==> config.mk <==
export PLATFORM = sky130hd
export DESIGN_NAME = clmso_exec
export DESIGN_NICKNAME = d
export VERILOG_FILES = /design/src/rtl/clmso_pkg.sv /design/src/rtl/clmso_alu.sv /design/src/rtl/clmso_exec.sv
export VERILOG_INCLUDE_DIRS = /design/src /design/src/rtl
export SDC_FILE = /design/constraint.sdc
export NUM_CORES = 1
export LEC_CHECK = 0
export BUFFER_PORTS_ARGS = -buffer_cell sky130_fd_sc_hd__buf_2
export CAP_MARGIN = 20
export CORE_MARGIN = 2
export CORE_UTILIZATION = 40
export DETAILED_ROUTE_END_ITERATION = 10
export SLEW_MARGIN = 10
export SYNTH_ARGS = -nofsm -noshare
export SYNTH_HDL_FRONTEND = slang
export SYNTH_SLANG_ARGS = --single-unit
==> constraint.sdc <==
create_clock -name clk -period 5.5 [get_ports clk]
set_input_delay 1.1 -clock clk [delete_from_list [all_inputs] [get_ports clk]]
set_output_delay 1.1 -clock clk [all_outputs]
set_load 0.01 [all_outputs]
==> src/rtl/clmso_cfg.svh <==
// Constants for the instruction slice executor
// Assumes inclusion by the ALU and the executor files
`ifndef CLMSO_CFG_SVH
`define CLMSO_CFG_SVH
// Opcodes
`define CLMSO_OP_PREINC 8'hf3
`define CLMSO_OP_WMOV_RR 8'hc4
`define CLMSO_OP_WMOV_IR 8'hc5
`define CLMSO_OP_WMOV_IM 8'hc6
`define CLMSO_OP_MUL_R 8'h84
`define CLMSO_OP_MUL_IR 8'h85
`define CLMSO_OP_MUL_IM 8'h86
`define CLMSO_OP_NEXT 8'h0f
`define CLMSO_OP_IDLE 8'hff
`define CLMSO_OP_OR_RR 8'h42
`define CLMSO_OP_OR_RIR 8'h43
`define CLMSO_OP_OR_GG 8'h44
`define CLMSO_OP_OR_GIR 8'h45
`define CLMSO_OP_OR_IM 8'h46
`define CLMSO_OP_POP_R 8'h50
`define CLMSO_OP_POP_IR 8'h51
`define CLMSO_OP_USER_STACK_POP_DOWN 8'h92
`define CLMSO_OP_USER_STACK_POP_UP 8'h93
`define CLMSO_OP_PUSH 8'h70
// Cycle counts
`define CLMSO_CYC_PREINC 8'd14
`define CLMSO_CYC_WMOV 8'd8
`define CLMSO_CYC_MUL 8'd22
`define CLMSO_CYC_NEXT 8'd10
`define CLMSO_CYC_IDLE 8'd4
`define CLMSO_CYC_OR_RR 8'd4
`define CLMSO_CYC_OR 8'd6
`define CLMSO_CYC_STACK 8'd8
// Byte counts
`define CLMSO_LEN_1 3'd1
`define CLMSO_LEN_2 3'd2
`define CLMSO_LEN_3 3'd3
`define CLMSO_LEN_4 3'd4
// Flag bit positions
`define CLMSO_FLAG_C 7
`define CLMSO_FLAG_Z 6
`define CLMSO_FLAG_S 5
`define CLMSO_FLAG_V 4
`define CLMSO_FLAG_D 3
`define CLMSO_FLAG_H 2
// Reset values and pointer step
`define CLMSO_RST_FLAGS 8'h00
`define CLMSO_RST_SP 16'h0000
`define CLMSO_RST_IP 16'h0000
`define CLMSO_IP_STEP 16'h0002
`endif

==> src/rtl/clmso_pkg.sv <==
// Types for the instruction slice executor
// Assumes the constants header is compiled alongside
package clmso_pkg;
  typedef enum logic [2:0] {
    CLMSO_IDLE = 3'b000,
    CLMSO_READ = 3'b001,
    CLMSO_WRITE = 3'b010,
    CLMSO_WAIT = 3'b011,
    CLMSO_DONE = 3'b100
  } clmso_state_type;
  typedef enum logic [1:0] {
    CLMSO_SP_RF = 2'b00,
    CLMSO_SP_PROG = 2'b01,
    CLMSO_SP_DATA = 2'b10,
    CLMSO_SP_STACK = 2'b11
  } clmso_space_type;
endpackage

==> src/rtl/clmso_alu.sv <==
// Combinational arithmetic for multiply and logical or
// Assumes operands come from registered state of the executor
`timescale 1ns/1ns
`include "clmso_cfg.svh"
module clmso_alu (
  input wire logic [7:0] op_a,
  input wire logic [7:0] op_b,
  input wire logic [7:0] flags_in,
  input wire logic is_mul,
  output logic [15:0] result,
  output logic [7:0] flags_out
);
  import clmso_pkg::*;
  // ===========================================
  // Result and flags
  always_comb begin
    flags_out = flags_in;
    if (is_mul) begin
      // (RULE_06) Unsigned 16-bit product
      result = {8'h00, op_a} * {8'h00, op_b};
      // (RULE_07) Product flag update
      flags_out[`CLMSO_FLAG_C] = (result > 16'd255);
      flags_out[`CLMSO_FLAG_Z] = (result == 16'h0000);
      flags_out[`CLMSO_FLAG_S] = result[15];
      flags_out[`CLMSO_FLAG_V] = 1'b0;
    end else begin
      // (RULE_10) Bitwise or
      result = {8'h00, op_a | op_b};
      // (RULE_11) Or flag update
      flags_out[`CLMSO_FLAG_Z] = (result[7:0] == 8'h00);
      flags_out[`CLMSO_FLAG_S] = result[7];
      flags_out[`CLMSO_FLAG_V] = 1'b0;
    end
  end
endmodule

==> src/rtl/clmso_exec.sv <==
// Executor for one slice of an 8-bit instruction set
// Assumes decoded operands from the fetch stage and one-cycle memory reads
// Function
// (RULE_01) Pre-increment store bumps the pair, then writes; 0xf3, 2 bytes, 14 cycles.
// (RULE_02) Even pair address goes to program memory, odd to data memory.
// (RULE_03) Moves, jumps, idle, pops and push leave every flag alone.
// (RULE_04) Word move copies 16 bits into a pair; 0xc4-0xc6, 8 cycles.
// (RULE_05) High byte lands in the even register, low byte in the next.
// (RULE_06) Multiply even register by source, 16-bit product, high byte even; 22 cycles.
// (RULE_07) Multiply sets carry above 255, zero, sign, clears overflow.
// (RULE_08) Threaded jump loads counter from word at pointer, pointer plus two.
// (RULE_09) Idle 0xff changes nothing, one byte, four cycles.
// (RULE_10) Or stores bitwise or in destination with listed byte and cycle counts.
// (RULE_11) Or sets zero, sign from bit 7, clears overflow.
// (RULE_12) Pop loads from stack pointer, then increments it; 8 cycles.
// (RULE_13) Down pop reads via user pointer, then decrements it.
// (RULE_14) Up pop reads via user pointer, then increments it.
// (RULE_15) Push decrements pointer first, then writes source there.
// (RULE_16) Pair pre-increment carries from low into high register.
//
// Local design decisions: strobed register access and the address map.
`timescale 1ns/1ns
`include "clmso_cfg.svh"
module clmso_exec (
  input wire logic clk,
  input wire logic sys_rst,
  input wire logic start,
  input wire logic [7:0] opcode,
  input wire logic [7:0] dst_addr,
  input wire logic [7:0] src_addr,
  input wire logic [15:0] imm_word,
  input wire logic [15:0] pair_value,
  input wire logic [7:0] src_value,
  input wire logic [7:0] dst_value,
  input wire logic [15:0] src_word,
  input wire logic [7:0] mem_rdata,
  input wire logic [15:0] prog_word,
  output logic busy,
  output logic done,
  output logic illegal,
  output logic [2:0] instr_len,
  output logic rf_we,
  output logic [7:0] rf_waddr,
  output logic [7:0] rf_wdata,
  output logic mem_we,
  output logic mem_re,
  output clmso_pkg::clmso_space_type mem_space,
  output logic [15:0] mem_addr,
  output logic [7:0] mem_wdata,
  output logic pc_load,
  output logic [15:0] pc_value,
  output logic [7:0] flags,
  output logic [15:0] stack_ptr,
  output logic [15:0] instruction_pointer
);
  import clmso_pkg::*;

  typedef struct packed {
    clmso_state_type st;
    logic [7:0] op;
    logic [7:0] cnt;
    logic [7:0] cyc;
    logic [7:0] da;
    logic [7:0] sa;
    logic [15:0] word;
    logic [7:0] dv;
    logic [7:0] sv;
    logic [15:0] pair;
    logic [1:0] wstep;
    logic done;
    logic illegal;
    logic [2:0] len;
    logic rf_we;
    logic [7:0] rf_waddr;
    logic [7:0] rf_wdata;
    logic mem_we;
    logic mem_re;
    clmso_space_type space;
    logic [15:0] maddr;
    logic [7:0] mwdata;
    logic pc_load;
    logic [15:0] pc;
    logic [7:0] flags;
    logic [15:0] sp;
    logic [15:0] ip;
  } clmso_regs_type;

  clmso_regs_type state_reg;
  clmso_regs_type state_next;
  logic [15:0] alu_result;
  logic [7:0] alu_flags;

  // ===========================================
  // Decode helpers
  function automatic logic [7:0] cycles_of(input logic [7:0] op);
    case (op)
      `CLMSO_OP_PREINC: cycles_of = `CLMSO_CYC_PREINC;
      `CLMSO_OP_WMOV_RR, `CLMSO_OP_WMOV_IR, `CLMSO_OP_WMOV_IM: cycles_of = `CLMSO_CYC_WMOV;
      `CLMSO_OP_MUL_R, `CLMSO_OP_MUL_IR, `CLMSO_OP_MUL_IM: cycles_of = `CLMSO_CYC_MUL;
      `CLMSO_OP_NEXT: cycles_of = `CLMSO_CYC_NEXT;
      `CLMSO_OP_IDLE: cycles_of = `CLMSO_CYC_IDLE;
      `CLMSO_OP_OR_RR: cycles_of = `CLMSO_CYC_OR_RR;
      `CLMSO_OP_OR_RIR, `CLMSO_OP_OR_GG, `CLMSO_OP_OR_GIR, `CLMSO_OP_OR_IM: cycles_of = `CLMSO_CYC_OR;
      `CLMSO_OP_POP_R, `CLMSO_OP_POP_IR, `CLMSO_OP_USER_STACK_POP_DOWN, `CLMSO_OP_USER_STACK_POP_UP,
      `CLMSO_OP_PUSH: cycles_of = `CLMSO_CYC_STACK;
      default: cycles_of = 8'h00;
    endcase
  endfunction

  function automatic logic [2:0] length_of(input logic [7:0] op);
    case (op)
      `CLMSO_OP_NEXT, `CLMSO_OP_IDLE: length_of = `CLMSO_LEN_1;
      `CLMSO_OP_PREINC, `CLMSO_OP_OR_RR, `CLMSO_OP_OR_RIR, `CLMSO_OP_POP_R, `CLMSO_OP_POP_IR,
      `CLMSO_OP_PUSH: length_of = `CLMSO_LEN_2;
      `CLMSO_OP_WMOV_IM: length_of = `CLMSO_LEN_4;
      default: length_of = `CLMSO_LEN_3;
    endcase
  endfunction

  function automatic logic is_mul_op(input logic [7:0] op);
    is_mul_op = (op == `CLMSO_OP_MUL_R) || (op == `CLMSO_OP_MUL_IR) || (op == `CLMSO_OP_MUL_IM);
  endfunction

  function automatic clmso_space_type store_space(input logic [7:0] pair_addr);
    store_space = pair_addr[0] ? CLMSO_SP_DATA : CLMSO_SP_PROG;
  endfunction

  function automatic logic [7:0] pair_reg(input logic [7:0] pair_addr, input logic low_half);
    pair_reg = {pair_addr[7:1], low_half};
  endfunction

  // ===========================================
  // Arithmetic unit
  clmso_alu u_alu (
    .op_a(state_reg.dv),
    .op_b(state_reg.sv),
    .flags_in(state_reg.flags),
    .is_mul(is_mul_op(state_reg.op)),
    .result(alu_result),
    .flags_out(alu_flags)
  );

  // ===========================================
  // Next state
  always_comb begin
    state_next = state_reg;
    state_next.done = 1'b0;
    state_next.rf_we = 1'b0;
    state_next.mem_we = 1'b0;
    state_next.mem_re = 1'b0;
    state_next.pc_load = 1'b0;
    unique case (state_reg.st)
      CLMSO_IDLE: begin
        if (start) begin
          state_next.op = opcode;
          state_next.da = dst_addr;
          state_next.sa = src_addr;
          state_next.dv = dst_value;
          state_next.sv = src_value;
          state_next.word = src_word;
          state_next.pair = pair_value;
          state_next.len = length_of(opcode);
          state_next.cyc = cycles_of(opcode);
          state_next.cnt = 8'd1;
          state_next.wstep = 2'd0;
          state_next.illegal = (cycles_of(opcode) == 8'h00);
          state_next.st = (cycles_of(opcode) == 8'h00) ? CLMSO_DONE : CLMSO_READ;
          if (opcode == `CLMSO_OP_MUL_IM || opcode == `CLMSO_OP_OR_IM) begin
            state_next.sv = imm_word[7:0];
          end
          if (opcode == `CLMSO_OP_WMOV_IM) begin
            state_next.word = imm_word;
          end
        end
      end
      CLMSO_READ: begin
        state_next.cnt = state_reg.cnt + 8'd1;
        state_next.st = CLMSO_WRITE;
        unique case (state_reg.op)
          `CLMSO_OP_PREINC: begin
            // (RULE_16) Full 16-bit carry
            state_next.pair = state_reg.pair + 16'h0001;
          end
          `CLMSO_OP_POP_R, `CLMSO_OP_POP_IR: begin
            // (RULE_12) Read at stack pointer
            state_next.mem_re = 1'b1;
            state_next.space = CLMSO_SP_STACK;
            state_next.maddr = state_reg.sp;
          end
          `CLMSO_OP_USER_STACK_POP_DOWN, `CLMSO_OP_USER_STACK_POP_UP: begin
            // (RULE_13) Read at user pointer
            state_next.mem_re = 1'b1;
            state_next.space = CLMSO_SP_RF;
            state_next.maddr = {8'h00, state_reg.sv};
          end
          `CLMSO_OP_PUSH: begin
            // (RULE_15) Decrement before write
            state_next.sp = state_reg.sp - 16'h0001;
          end
          default: begin
          end
        endcase
      end
      CLMSO_WRITE: begin
        state_next.cnt = state_reg.cnt + 8'd1;
        state_next.st = CLMSO_WAIT;
        unique case (state_reg.op)
          `CLMSO_OP_PREINC: begin
            // (RULE_01) Write after increment
            state_next.mem_we = 1'b1;
            state_next.maddr = state_reg.pair;
            state_next.mwdata = state_reg.sv;
            // (RULE_02) Space from pair address parity
            state_next.space = store_space(state_reg.da);
            state_next.rf_we = 1'b1;
            state_next.rf_waddr = pair_reg(state_reg.da, 1'b0);
            state_next.rf_wdata = state_reg.pair[15:8];
            state_next.wstep = 2'd1;
            state_next.st = CLMSO_WRITE;
            if (state_reg.wstep == 2'd1) begin
              state_next.mem_we = 1'b0;
              state_next.rf_waddr = pair_reg(state_reg.da, 1'b1);
              state_next.rf_wdata = state_reg.pair[7:0];
              state_next.st = CLMSO_WAIT;
            end
          end
          `CLMSO_OP_WMOV_RR, `CLMSO_OP_WMOV_IR, `CLMSO_OP_WMOV_IM, `CLMSO_OP_MUL_R, `CLMSO_OP_MUL_IR,
          `CLMSO_OP_MUL_IM: begin
            // (RULE_04) Word copy, source untouched
            // (RULE_05) High byte to even register
            state_next.rf_we = 1'b1;
            state_next.rf_waddr = pair_reg(state_reg.da, state_reg.wstep[0]);
            if (is_mul_op(state_reg.op)) begin
              // (RULE_06) Product into the pair
              state_next.rf_wdata = state_reg.wstep[0] ? alu_result[7:0] : alu_result[15:8];
            end else begin
              state_next.rf_wdata = state_reg.wstep[0] ? state_reg.word[7:0] : state_reg.word[15:8];
            end
            state_next.wstep = 2'd1;
            state_next.st = (state_reg.wstep == 2'd1) ? CLMSO_WAIT : CLMSO_WRITE;
            if (is_mul_op(state_reg.op) && state_reg.wstep == 2'd1) begin
              // (RULE_07) Multiply flags
              state_next.flags = alu_flags;
            end
          end
          `CLMSO_OP_OR_RR, `CLMSO_OP_OR_RIR, `CLMSO_OP_OR_GG, `CLMSO_OP_OR_GIR, `CLMSO_OP_OR_IM: begin
            // (RULE_10) Store or result
            state_next.rf_we = 1'b1;
            state_next.rf_waddr = state_reg.da;
            state_next.rf_wdata = alu_result[7:0];
            // (RULE_11) Or flags
            state_next.flags = alu_flags;
          end
          `CLMSO_OP_NEXT: begin
            // (RULE_08) Jump through pointer
            state_next.pc_load = 1'b1;
            state_next.pc = prog_word;
            state_next.ip = state_reg.ip + `CLMSO_IP_STEP;
          end
          `CLMSO_OP_POP_R, `CLMSO_OP_POP_IR: begin
            // (RULE_12) Load then increment
            state_next.rf_we = 1'b1;
            state_next.rf_waddr = state_reg.da;
            state_next.rf_wdata = mem_rdata;
            state_next.sp = state_reg.sp + 16'h0001;
          end
          `CLMSO_OP_USER_STACK_POP_DOWN, `CLMSO_OP_USER_STACK_POP_UP: begin
            // (RULE_13) Load value, step pointer
            // (RULE_14) Direction from opcode
            state_next.rf_we = 1'b1;
            state_next.rf_waddr = state_reg.da;
            state_next.rf_wdata = mem_rdata;
            state_next.wstep = 2'd2;
            state_next.st = CLMSO_WRITE;
            if (state_reg.wstep == 2'd2) begin
              state_next.rf_waddr = state_reg.sa;
              if (state_reg.op == `CLMSO_OP_USER_STACK_POP_DOWN) begin
                state_next.rf_wdata = state_reg.sv - 8'd1;
              end else begin
                state_next.rf_wdata = state_reg.sv + 8'd1;
              end
              state_next.st = CLMSO_WAIT;
            end
          end
          `CLMSO_OP_PUSH: begin
            // (RULE_15) Write at new pointer
            state_next.mem_we = 1'b1;
            state_next.space = CLMSO_SP_STACK;
            state_next.maddr = state_reg.sp;
            state_next.mwdata = state_reg.sv;
          end
          default: begin
            // (RULE_09) Idle changes nothing
          end
        endcase
      end
      CLMSO_WAIT: begin
        // (RULE_03) Flags held outside multiply and or
        state_next.cnt = state_reg.cnt + 8'd1;
        if (state_reg.cnt >= state_reg.cyc - 8'd1) begin
          state_next.st = CLMSO_DONE;
        end
      end
      CLMSO_DONE: begin
        state_next.done = 1'b1;
        state_next.st = CLMSO_IDLE;
      end
      default: begin
        state_next.st = CLMSO_IDLE;
      end
    endcase
  end

  // ===========================================
  // State register
  always_ff @(posedge clk) begin
    if (sys_rst) begin
      state_reg <= '0;
      state_reg.st <= CLMSO_IDLE;
      state_reg.flags <= `CLMSO_RST_FLAGS;
      state_reg.sp <= `CLMSO_RST_SP;
      state_reg.ip <= `CLMSO_RST_IP;
    end else begin
      state_reg <= state_next;
    end
  end

  assign busy = (state_reg.st != CLMSO_IDLE);
  assign done = state_reg.done;
  assign illegal = state_reg.illegal;
  assign instr_len = state_reg.len;
  assign rf_we = state_reg.rf_we;
  assign rf_waddr = state_reg.rf_waddr;
  assign rf_wdata = state_reg.rf_wdata;
  assign mem_we = state_reg.mem_we;
  assign mem_re = state_reg.mem_re;
  assign mem_space = state_reg.space;
  assign mem_addr = state_reg.maddr;
  assign mem_wdata = state_reg.mwdata;
  assign pc_load = state_reg.pc_load;
  assign pc_value = state_reg.pc;
  assign flags = state_reg.flags;
  assign stack_ptr = state_reg.sp;
  assign instruction_pointer = state_reg.ip;
endmodule

==> results of run 1 <==
[cells in the mapped netlist, types with 17 or more instances]
library cell  number  area, sq um
a211oi_1          44        330.3
a21o_1            18        135.1
a21oi_1          104        520.5
a221oi_1          21        183.9
a22oi_1           19        142.6
a31oi_1           21        131.4
and2_1            60        375.4
buf_4            105        788.3
clkbuf_1          84        315.3
dfxtp_1          190         3804
fa_1              38        760.7
ha_1              67        838.3
inv_1             71        266.5
mux2i_1           67        670.6
nand2_1          154        578.1
nand3_1           27        135.1
nand4_1           18        112.6
nor2_1           174        653.1
nor3_1            32        160.2
nor4_1            17        106.4
o21ai_0           52        260.3
xnor2_1           17        148.9
xor2_1            20        175.2
[through the flow]
| step | hold WS (ps) | util, % | power, W | worst slack [ps] |
|---|---|---|---|---|
| after floorplan | 432.2 | - | 0.001835 | 581.1 |
| after global placement | 443.5 | 42.18 | 0.001999 | 539.7 |
| after detailed placement | 447.9 | 42.18 | 0.002006 | 415.5 |
| after CTS | 458.4 | 44.11 | 0.003344 | 396.3 |
| after global routing | 474.8 | 44.23 | 0.003470 | 74.34 |
| final | 456.5 | 44.25 | 0.003324 | 382.2 |
[where the power goes]
part / switching, W / internal (W) / leakage (nW)
Sequential: 0.0000735 / 0.00142 / 1.55
Combinational: 0.000295 / 0.000187 / 4.45
Clock: 0.000587 / 0.000760 / 0.298
Total: 0.000955 / 0.00237 / 6.30
[cell usage in the layout (no fill, tap or decap), types with 21 or more instances in the layout]
cell type  netlist  routed
buf_2            8     215
dfxtp_1        190     190
nor2_1         174     174
nand2_1        154     154
a21oi_1        104     104
inv_1           71      71
mux2i_1         67      67
ha_1            67      67
and2_1          60      59
o21ai_0         52      52
a211oi_1        44      44
fa_1            38      38
nor3_1          32      32
nand3_1         27      27
a221oi_1        21      21
a31oi_1         21      21
[cell families (layout without fill, tap and decap cells)]
group / after synthesis / count (layout)
and+or+nand+nor: 557 / 557
AOI/OAI and AO/OA: 367 / 367
buffers and inverters: 281 / 341
DFF: 190 / 190
adders and majority gates: 105 / 105
muxes: 70 / 70
xor gates and xnor gates: 37 / 37
other: 1 / 9
[critical path, delay by kind of cell, from the launching register on]
family          cells  cell delay, ps
flops               1             610
buf+inv             2              90
simple gates        4            1070
fa+ha+maj           5            2350
compound gates      4             920
[layer usage]
| layer | up-vias | GRT usage [%] |
|---|---|---|
| met2 | 365 | 37.08 |
| met1 | 5557 | 29.74 |
| li1 | 5635 | - |
| met5 | - | 0 |
| met3 | 51 | 4.683 |
| met4 | 4 | 7.264 |
[final timing paths]
path / end / slack, ps / depth (start not counted)
worst max-delay path: flags[6]$_SDFFE_PP0P_ / 380 / 15
worst min-delay path: state_reg[166]$_SDFFE_PP0P_ / 460 / 2
worst max register to register: flags[6]$_SDFFE_PP0P_ / 380 / 15
worst min register to register: state_reg[166]$_SDFFE_PP0P_ / 460 / 2
[final cells by class]
cell class	count	share of cell area, %
sequential	190	26.62
inverter	73	1.918
multi-input combinational	1142	54.41
clock inverter	10	1.042
tap	442	3.871
timing repair buffer	236	8.766
clock buffer	22	3.319
antenna	3	0.05254
==> metrics.txt, run 1 <==
combinational family with the most area after synthesis simple AND/OR/NAND/NOR gates; post-route insts no fill 2118; number of antenna violations at the first check in global routing 2; uppermost routed layer met5; sum of negative setup slack 0 ps; ys async rst share 0%; number of warnings issued by yosys 0; RSZ-0062 raised after global routing false; crit-path cells and2_1, fa_1, fa_1, fa_1, inv_1, fa_1, inv_1, ha_1, o211a_1, or2_1, o2111a_1, o2111ai_1, nand3_1, nor4_1, a21o_1; Syn Area/Cell between 8 and 9 sq um; detailed router's first-iteration violation count a little under 800; max-slew headroom at the worst pin between 20% and 30%; wire length after detailed routing between 30000 and 40000 um; most common flop cell mapped by yosys dfxtp_1; kind of start point of the critical path register; Worst path max stage delay 610 ps; Largest register FFs 89; Final setup violation count 0; clock-pin slew reported for the worst setup and hold paths after clock tree synthesis around 70 ps; number of slew-limit violations in the final report 0; detail-routed via count per cell 5.483; # hold bufs at CTS 0; final estimated routing congestion in global placement 0.9027; filler instances between 3000 and 4000; count of nets after finishing between 1500 and 2000; status complete, no violations; Most common cell on crit path fa_1; First-pass DRT Iterations 5; worst-margin pin slew 1062 ps; FMAX a little under 200 MHz; total CTS buffers 17; global-route total usage across every layer between 20% and 30%; post-layout minimum cycle time around 5100 ps; post-synthesis instance area around 13000 sq um; number of buffers between clock root and the deepest sink 2; met1 wire length roughly 17000 um; sort of element at the end of the critical path register; area of the multi-input gates about 8000 sq um; signal arrival time at the worst endpoint about 5500 ps; master of the slowest instance on the critical path dfxtp_1; fraction of final layout cells sized beyond drive strength 1 about 17%; CP Launch Point state_reg[128]$_SDFFE_PP0P_; vias about 12000; Compound-Gate Fraction of Synth Area 18.69%; number of levels the H-tree was split into 4; DIE AREA 34010 sq um; Post-Place Cells around 2100; endpoints failing hold 0; sequential cell area fraction in the yosys report slightly below 30%; Storage cell area between 3000 and 4000 sq um; via count of the first global-routing pass roughly 11000; finished layout cell area approximately 14000 sq um; starting utilization of the core area approximately 40%; Residual DRC 0; Post-CTS Resized 0; grt ovf 0; type of the most critical hold path register to register; Vert. Die Dim ~180 um; pin count of the biggest net entering global routing between 90 and 100; Boundary Pins ~220; fraction of the mapped netlist area in adder cells 12.28%; startpoint-to-endpoint class of the critical path register to register; critical path required time 5890 ps; parity-gate share of the synthesized area counting xor and xnor cells 2.489%; final critical-path share of the clock period between 90% and 100%; cell area after placement approximately 14000 sq um; worst clock skew on the final layout between 10 and 15 ps; max-capacitance violation count 0; # Post-CTS Setup Buffers 0; standby leakage power approximately 6.3 nW; width of the die roughly 180 um; post-detail-place hpwl 28450 um; flip-flop and latch count after synthesis 190; Layout area overhead 9.725%; Core Box Area 32290 sq um; routed length per placed instance ~18 um; pwr dens around 230 nW/um^2; root buffer selected by CTS clkbuf_16; Clock Sink Count 190; Critical R2R Launch state_reg[128]$_SDFFE_PP0P_; first-pass GRT wire length around 60000 um; wire length on met2 roughly 17000 um; number of cells produced by synthesis 1608; maximum VDD drop around 0.22 mV; Port Buffer Count between 200 and 250; number of placement rows 66; count of antenna-violating nets left after detailed routing 0; clock insertion delay at the later pin of the skew report between 400 and 500 ps; TritonCTS clock tree built; count of flip-flops with a built-in enable after synthesis 0; number of distinct library cell variants in the gate-level netlist after synthesis 78; synthesized-area fraction occupied by and/or/nand/nor cells between 20% and 30%; total met3 wirelength after detailed routing ~2600 um; mux contribution to synthesized area under 10%; peak fanout along the critical path 13; hold path start state_reg[166]$_SDFFE_PP0P_
Power figures use the tool's default switching activity.
==> run 2, diff against run 1 <==
--- a/config.mk
+++ b/config.mk
@@ -14,4 +14,5 @@
 export SLEW_MARGIN = 10
 export SYNTH_ARGS = -nofsm -noshare
 export SYNTH_HDL_FRONTEND = slang
+export SYNTH_HIERARCHICAL = 1
 export SYNTH_SLANG_ARGS = --single-unit
==> run 2 against run 1 <==
Compared with the run above: core utilization up 0.095 points; design area increased by 3.6%; die area increased by 3.4%; critical endpoint is now rf_wdata[6]$_SDFFE_PP0P_; sequential cell count is 5 higher.
==> metrics.txt, run 2 <==
post-detail-place hpwl 31620 um (was 28450 um); library cell with the highest instance count after synthesis dfxtp_1 (unchanged); worst-margin pin slew 1055 ps (was 1062 ps); clock insertion delay at the later pin of the skew report 460 ps (was 450 ps); maximum VDD drop 0.2304 mV (was 0.2209 mV); share of the core filled with cells 44.34% (was 44.25%); Storage cell area 3908 sq um (was 3804 sq um); met1 routing resource usage after global routing 33.24% (was 29.74%); commonest cells after routing, fill and taps aside 220 x buf_2, 192 x dfxtp_1, 184 x nand2_1 (was 215 x buf_2, 190 x dfxtp_1, 174 x nor2_1); pwr dens 235.8 nW/um^2 (was 232.7 nW/um^2); post-layout minimum cycle time 5204 ps (was 5118 ps); Power Total 0.003489 W (was 0.003324 W); endpoints failing hold 0 (unchanged); vias 12100 (was 11610); number of levels the H-tree was split into 4 (unchanged); leading post-synthesis cells by instance count 195 x dfxtp_1, 184 x nand2_1, 144 x nor2_1 (was 190 x dfxtp_1, 174 x nor2_1, 154 x nand2_1); FMAX 192.2 MHz (was 195.4 MHz); met2 track demand over resource 37.58% (was 37.08%); number of cells on the worst reg-to-reg path 18 (was 15); worst setup margin 296.3 ps (was 382.2 ps); number of cells produced by synthesis 1636 (was 1608); Port Buffer Count 221 (was 216); critical path required time 5800 ps (was 5890 ps); n_diodes 0 (was 3); starting utilization of the core area 40.39% (was 40.33%); RSZ-0062 raised after global routing false (unchanged); final estimated routing congestion in global placement 0.9662 (was 0.9027); DIE AREA 35180 sq um (was 34010 sq um); number of warnings issued by yosys 6 (was 0); filler instances 3421 (was 3293); most common flop cell mapped by yosys dfxtp_1 (unchanged); TritonCTS clock tree built (unchanged); final critical-path share of the clock period 94.61% (was 93.05%); Residual DRC 0 (unchanged); pin count of the biggest net entering global routing 112 (was 91); flip-flop and latch count after synthesis 195 (was 190); Vert. Die Dim 187.6 um (was 184.4 um); commonest non-fill, non-tap cell in the layout buf_2 (unchanged); startpoint-to-endpoint class of the critical path register to register (unchanged); post-route insts no fill 2157 (was 2118); busiest layer in global routing met2 (unchanged); clock-pin slew reported for the worst setup and hold paths after clock tree synthesis 70 ps (about the same); detail-routed via count per cell 5.608 (was 5.483); routed length per placed instance 19.82 um (was 17.94 um); standby leakage power 6.263 nW (was 6.295 nW); type of the most critical hold path register to register (unchanged); max-capacitance violation count 0 (unchanged); global-route total usage across every layer 24.24% (was 22.63%); leading post-synthesis cells by cell area dfxtp_1 29%, buf_4 6.2%, ha_1 5.8% (was dfxtp_1 29%, ha_1 6.4%, buf_4 6.1%); total CTS buffers 17 (unchanged); hold depth 2 (unchanged); status complete, no violations (unchanged); Post-Place Cells 2125 (was 2080); count of nets after finishing 1911 (was 1880); detailed router's first-iteration violation count 1081 (was 795); Largest register FFs 89 (unchanged); Boundary Pins 223 (unchanged); First-pass DRT Iterations 8 (was 5); Layout area overhead 9.785% (was 9.725%); area share of the largest cell type after synthesis 28.97% (was 29.21%); number of antenna violations at the first check in global routing 2 (unchanged); number of placement rows 67 (was 66); sum of negative setup slack 0 ps (unchanged); number of slew-limit violations in the final report 0 (unchanged); number of distinct library cell variants in the gate-level netlist after synthesis 98 (was 78); met3 Track Usage GR 5.297% (was 4.683%); grt ovf 0 (unchanged); max-slew headroom at the worst pin 29.51% (was 28.94%); Core Box Area 33360 sq um (was 32290 sq um); Post-CTS Resized 0 (unchanged); root buffer selected by CTS clkbuf_16 (unchanged); wire length after detailed routing 42740 um (was 38000 um); nets in the synthesized netlist ~1900; count of flip-flops with a built-in enable after synthesis 0 (unchanged); first-pass GRT wire length 67190 um (was 60760 um); post-synthesis cell type with the largest combined area dfxtp_1 (unchanged); # Post-CTS Setup Buffers 0 (unchanged); Syn Area/Cell 8.238 sq um (was 8.098 sq um); area of the multi-input gates 8135 sq um (was 7774 sq um); number of buffers between clock root and the deepest sink 2 (unchanged); via count of the first global-routing pass 11520 (was 11170); count of antenna-violating nets left after detailed routing 0 (unchanged); fraction of final layout cells sized beyond drive strength 1 20.01% (was 17.04%); kind of start point of the critical path register (unchanged); # hold bufs at CTS 0 (unchanged); peak fanout along the critical path 11 (was 13); worst slack, placed 230.2 ps (was 415.5 ps); signal arrival time at the worst endpoint 5500 ps (was 5510 ps); worst clock skew on the final layout 13.48 ps (was 13.96 ps); Final setup violation count 0 (unchanged); Clock Sink Count 195 (was 190); sort of element at the end of the critical path register (unchanged); width of the die 187.6 um (was 184.4 um); post-synthesis instance area 13480 sq um (was 13020 sq um); ys async rst share 0% (unchanged); sequential cell area fraction in the yosys report 28.97% (was 29.21%)
run 2: cell type report:
class                      instances  share of cell area [%]
clock inverter                    14                   1.116
sequential                       195                   26.41
multi-input combinational       1167                   54.99
tap                              448                   3.789
timing repair buffer             252                   9.201
clock buffer                      17                   2.875
inverter                          64                   1.624
run 2: routing by layer:
| layer | up-vias | share of wire [%] |
|---|---|---|
| met1 | 5775 | 45 |
| met5 | - | 0.056 |
| li1 | 5796 | - |
| met4 | 4 | 3.1 |
| met2 | 459 | 45 |
| met3 | 62 | 7.1 |
run 2: cells by family after synthesis:
logic type / count (synthesis) / synth area share (%)
compound gates: 374 / 19.56
other cells: 2 / 0.05573
simple gates: 587 / 21.57
xor+xnor: 41 / 2.720
fa+ha+maj: 100 / 11.33
mux: 63 / 4.874
buf+inv: 274 / 10.93
flops: 195 / 28.97
run 2: worst max-delay path, cell delays in order (launching register included):
cell	delay (ps)
dfxtp_1	410
buf_4	220
and2_1	160
fa_1	440
fa_1	550
fa_1	560
inv_1	60
fa_1	530
inv_1	40
ha_1	390
nand2_1	150
o21ai_0	330
o21ai_1	160
a21o_1	190
nand3_1	90
nor2_1	60
a221o_1	330
a221oi_1	250
a211oi_2	110
run 2: power breakdown:
| group | internal (W) | total, W | leakage [nW] | switching [W] |
|---|---|---|---|---|
| sequential | 0.00147 | 0.00155 | 1.59 | 0.0000777 |
| clock | 0.000684 | 0.00132 | 0.289 | 0.000636 |
| combinational | 0.000237 | 0.000618 | 4.39 | 0.000381 |
| total | 0.00239 | 0.00349 | 6.26 | 0.00110 |
run 2: metrics by stage:
stage                     area, sq um  hold WS (ps)
after CTS                       14770         455.3
after floorplan                 13480         432.2
after global placement          14170         435.6
final                           14800         452.2
after global routing            14800         466.6
after detailed placement        14180         445.0
run 2: path summary, 6_finish.rpt:
kind / start / end / slack [ps]
max: state_reg[131]$_SDFFE_PP0P_ / rf_wdata[6]$_SDFFE_PP0P_ / 300
min: pc_value[2]$_SDFFE_PP0P_ / pc_value[2]$_SDFFE_PP0P_ / 450
max reg2reg: state_reg[131]$_SDFFE_PP0P_ / rf_wdata[6]$_SDFFE_PP0P_ / 300
min reg2reg: pc_value[2]$_SDFFE_PP0P_ / pc_value[2]$_SDFFE_PP0P_ / 450
==> run 3, diff against run 2 <==
--- a/config.mk
+++ b/config.mk
@@ -8,9 +8,13 @@
 export LEC_CHECK = 0
 export BUFFER_PORTS_ARGS = -buffer_cell sky130_fd_sc_hd__buf_2
 export CAP_MARGIN = 20
+export CELL_PAD_IN_SITES_DETAIL_PLACEMENT = 1
+export CELL_PAD_IN_SITES_GLOBAL_PLACEMENT = 1
 export CORE_MARGIN = 2
 export CORE_UTILIZATION = 40
 export DETAILED_ROUTE_END_ITERATION = 10
+export HOLD_SLACK_MARGIN = 0.05
+export PLACE_DENSITY_LB_ADDON = 0.1
 export SLEW_MARGIN = 10
 export SYNTH_ARGS = -nofsm -noshare
 export SYNTH_HDL_FRONTEND = slang
==> run 3 against run 2 <==
Compared with the run above: die area stayed put; routed wire length is 3.5% higher; final cell count hardly changed; power is 0.74% lower; register-to-register slack hardly changed; core utilization hardly changed; hold slack worse by 2.3 ps; global-route usage is 0.93 points higher; critical endpoint unchanged.
==> metrics.txt, run 3 (same netlist as run 2, synthesis figures left out) <==
status complete, no violations (unchanged); worst-margin pin slew 1137 ps (was 1055 ps); sort of element at the end of the critical path register (unchanged); Boundary Pins 223 (unchanged); commonest cells after routing, fill and taps aside 220 x buf_2, 187 x dfxtp_1, 184 x nand2_1 (was 220 x buf_2, 192 x dfxtp_1, 184 x nand2_1); post-detail-place hpwl 33050 um (was 31620 um); final critical-path share of the clock period 94.60% (was 94.61%); family of cells with the greatest summed delay on the critical path adder cells (unchanged); # hold bufs at CTS 0 (unchanged); worst clock skew on the final layout 13.76 ps (was 13.48 ps); TritonCTS clock tree built (unchanged); root buffer selected by CTS clkbuf_16 (unchanged); type of the most critical hold path register to register (unchanged); DIE AREA 35180 sq um (unchanged); fraction of final layout cells sized beyond drive strength 1 20.35% (was 20.01%); count of nets after finishing 1911 (unchanged); vias 12100 (about the same); Layout area overhead 9.869% (was 9.785%); filler instances 4078 (was 3421); Post-Place Cells 2122 (was 2125); wire length after detailed routing 44240 um (was 42740 um); commonest non-fill, non-tap cell in the layout buf_2 (unchanged); peak fanout along the critical path 11 (unchanged); sum of negative setup slack 0 ps (unchanged); detailed router's first-iteration violation count 677 (was 1081); buffer and inverter count on the worst path 3 (unchanged); master of the slowest instance on the critical path fa_1 (unchanged); global-route total usage across every layer 25.18% (was 24.24%); kind of start point of the critical path register (unchanged); number of buffers between clock root and the deepest sink 2 (unchanged); max-slew headroom at the worst pin 23.52% (was 29.51%); Port Buffer Count 221 (unchanged); Storage cell area 3921 sq um (was 3908 sq um); CP Launch Point state_reg[128]$_SDFFE_PP0P_ (was state_reg[131]$_SDFFE_PP0P_); starting utilization of the core area 40.39% (unchanged); Final setup violation count 0 (unchanged); width of the die 187.6 um (unchanged); total CTS buffers 17 (unchanged); crit-path cells buf_4, and2_1, fa_1, fa_1, fa_1, inv_1, fa_1, inv_1, ha_1, nand2_1, a211oi_1, o21ai_1, a21o_1, nand3_1, nor2_1, a221o_1, a221oi_1, a211oi_2 (was buf_4, and2_1, fa_1, fa_1, fa_1, inv_1, fa_1, inv_1, ha_1, nand2_1, o21ai_0, o21ai_1, a21o_1, nand3_1, nor2_1, a221o_1, a221oi_1, a211oi_2); Critical R2R Launch state_reg[128]$_SDFFE_PP0P_ (was state_reg[131]$_SDFFE_PP0P_); Residual DRC 0 (unchanged); Vert. Die Dim 187.6 um (unchanged); Most common cell on crit path fa_1 (unchanged); number of slew-limit violations in the final report 0 (unchanged); RSZ-0062 raised after global routing false (unchanged); Clock Sink Count 195 (unchanged); grt ovf 0 (unchanged); Power Total 0.003463 W (was 0.003489 W); Largest register FFs 89 (unchanged); detail-routed via count per cell 5.605 (was 5.608); number of placement rows 67 (unchanged); endpoints failing hold 0 (unchanged); post-layout minimum cycle time 5203 ps (was 5204 ps); First-pass DRT Iterations 6 (was 8); area of the multi-input gates 8149 sq um (was 8135 sq um); number of antenna violations at the first check in global routing 2 (unchanged); maximum VDD drop 0.2075 mV (was 0.2304 mV); via count of the first global-routing pass 12330 (was 11520); clock insertion delay at the later pin of the skew report 460 ps (about the same); first-pass GRT wire length 70060 um (was 67190 um); clock-pin slew reported for the worst setup and hold paths after clock tree synthesis 80 ps (was 70 ps); routed length per placed instance 20.49 um (was 19.82 um); number of levels the H-tree was split into 4 (unchanged); count of antenna-violating nets left after detailed routing 0 (unchanged); critical path required time 5800 ps (about the same); final estimated routing congestion in global placement 0.8877 (was 0.9662); FMAX 192.2 MHz (about the same); pwr dens 233.9 nW/um^2 (was 235.8 nW/um^2); Core Box Area 33360 sq um (unchanged); signal arrival time at the worst endpoint 5500 ps (about the same); Worst path max stage delay 560 ps (about the same); post-route insts no fill 2159 (was 2157); standby leakage power 6.245 nW (was 6.263 nW); hold path start pc_value[4]$_SDFFE_PP0P_ (was pc_value[2]$_SDFFE_PP0P_); startpoint-to-endpoint class of the critical path register to register (unchanged); pin count of the biggest net entering global routing 129 (was 112); max-capacitance violation count 0 (unchanged)
[run 3: power breakdown]
part           internal (W)  switching [W]  total, W
logic              0.000237       0.000377  0.000613
clock network      0.000678       0.000612   0.00129
registers           0.00147      0.0000865   0.00156
[run 3: metrics by stage]
stage	instance area [sq um]	util, %	worst slack (ps)	hold WS (ps)
2_1_floorplan	13480	-	333.1	432.2
3_3_place_gp	14130	42.36	225.5	434.9
3_5_place_dp	14140	42.39	12.70	443.4
4_1_cts	14730	44.15	31.28	454.1
5_1_grt	14810	44.38	37.96	481.1
6_report	14810	44.38	296.8	449.9
[run 3: worst paths after layout]
check	endpoint	slack (ps)	depth (start not counted)
worst min-delay path	pc_value[4]$_SDFFE_PP0P_	450	2
worst min register to register	pc_value[4]$_SDFFE_PP0P_	450	2
worst max register to register	rf_wdata[6]$_SDFFE_PP0P_	300	18
worst max-delay path	rf_wdata[6]$_SDFFE_PP0P_	300	18
[run 3: area by class of cell]
type / count / share of cell area [%]
multi-input combinational: 1167 / 55.04
timing repair buffer: 252 / 9.109
antenna: 1 / 0.01690
tap: 448 / 3.786
clock buffer: 19 / 2.924
sequential: 195 / 26.48
inverter: 64 / 1.622
clock inverter: 13 / 1.022
[run 3: worst min-delay path: stages, from the launching register on]
cell and delay, ps:
dfxtp_1 310, nand2_1 50, a21oi_1 50
[run 3: layer usage]
layer | share of wire [%] | routed length, um | GRT usage, %
met2 | 46 | 20160 | 40.80
met3 | 5.2 | 2314 | 4.754
met4 | 1.9 | 831 | 6.572
met5 | 0.029 | 13 | 0
met1 | 47 | 20930 | 34.43
[run 3: timing repair]
item | in CTS | in global routing
hold endpoints to repair | 0 | 0
gates resized for setup | 2 | 14
setup buffers | 0 | 2
pin swaps | 0 | 1
setup endpoints to repair | 1 | 4
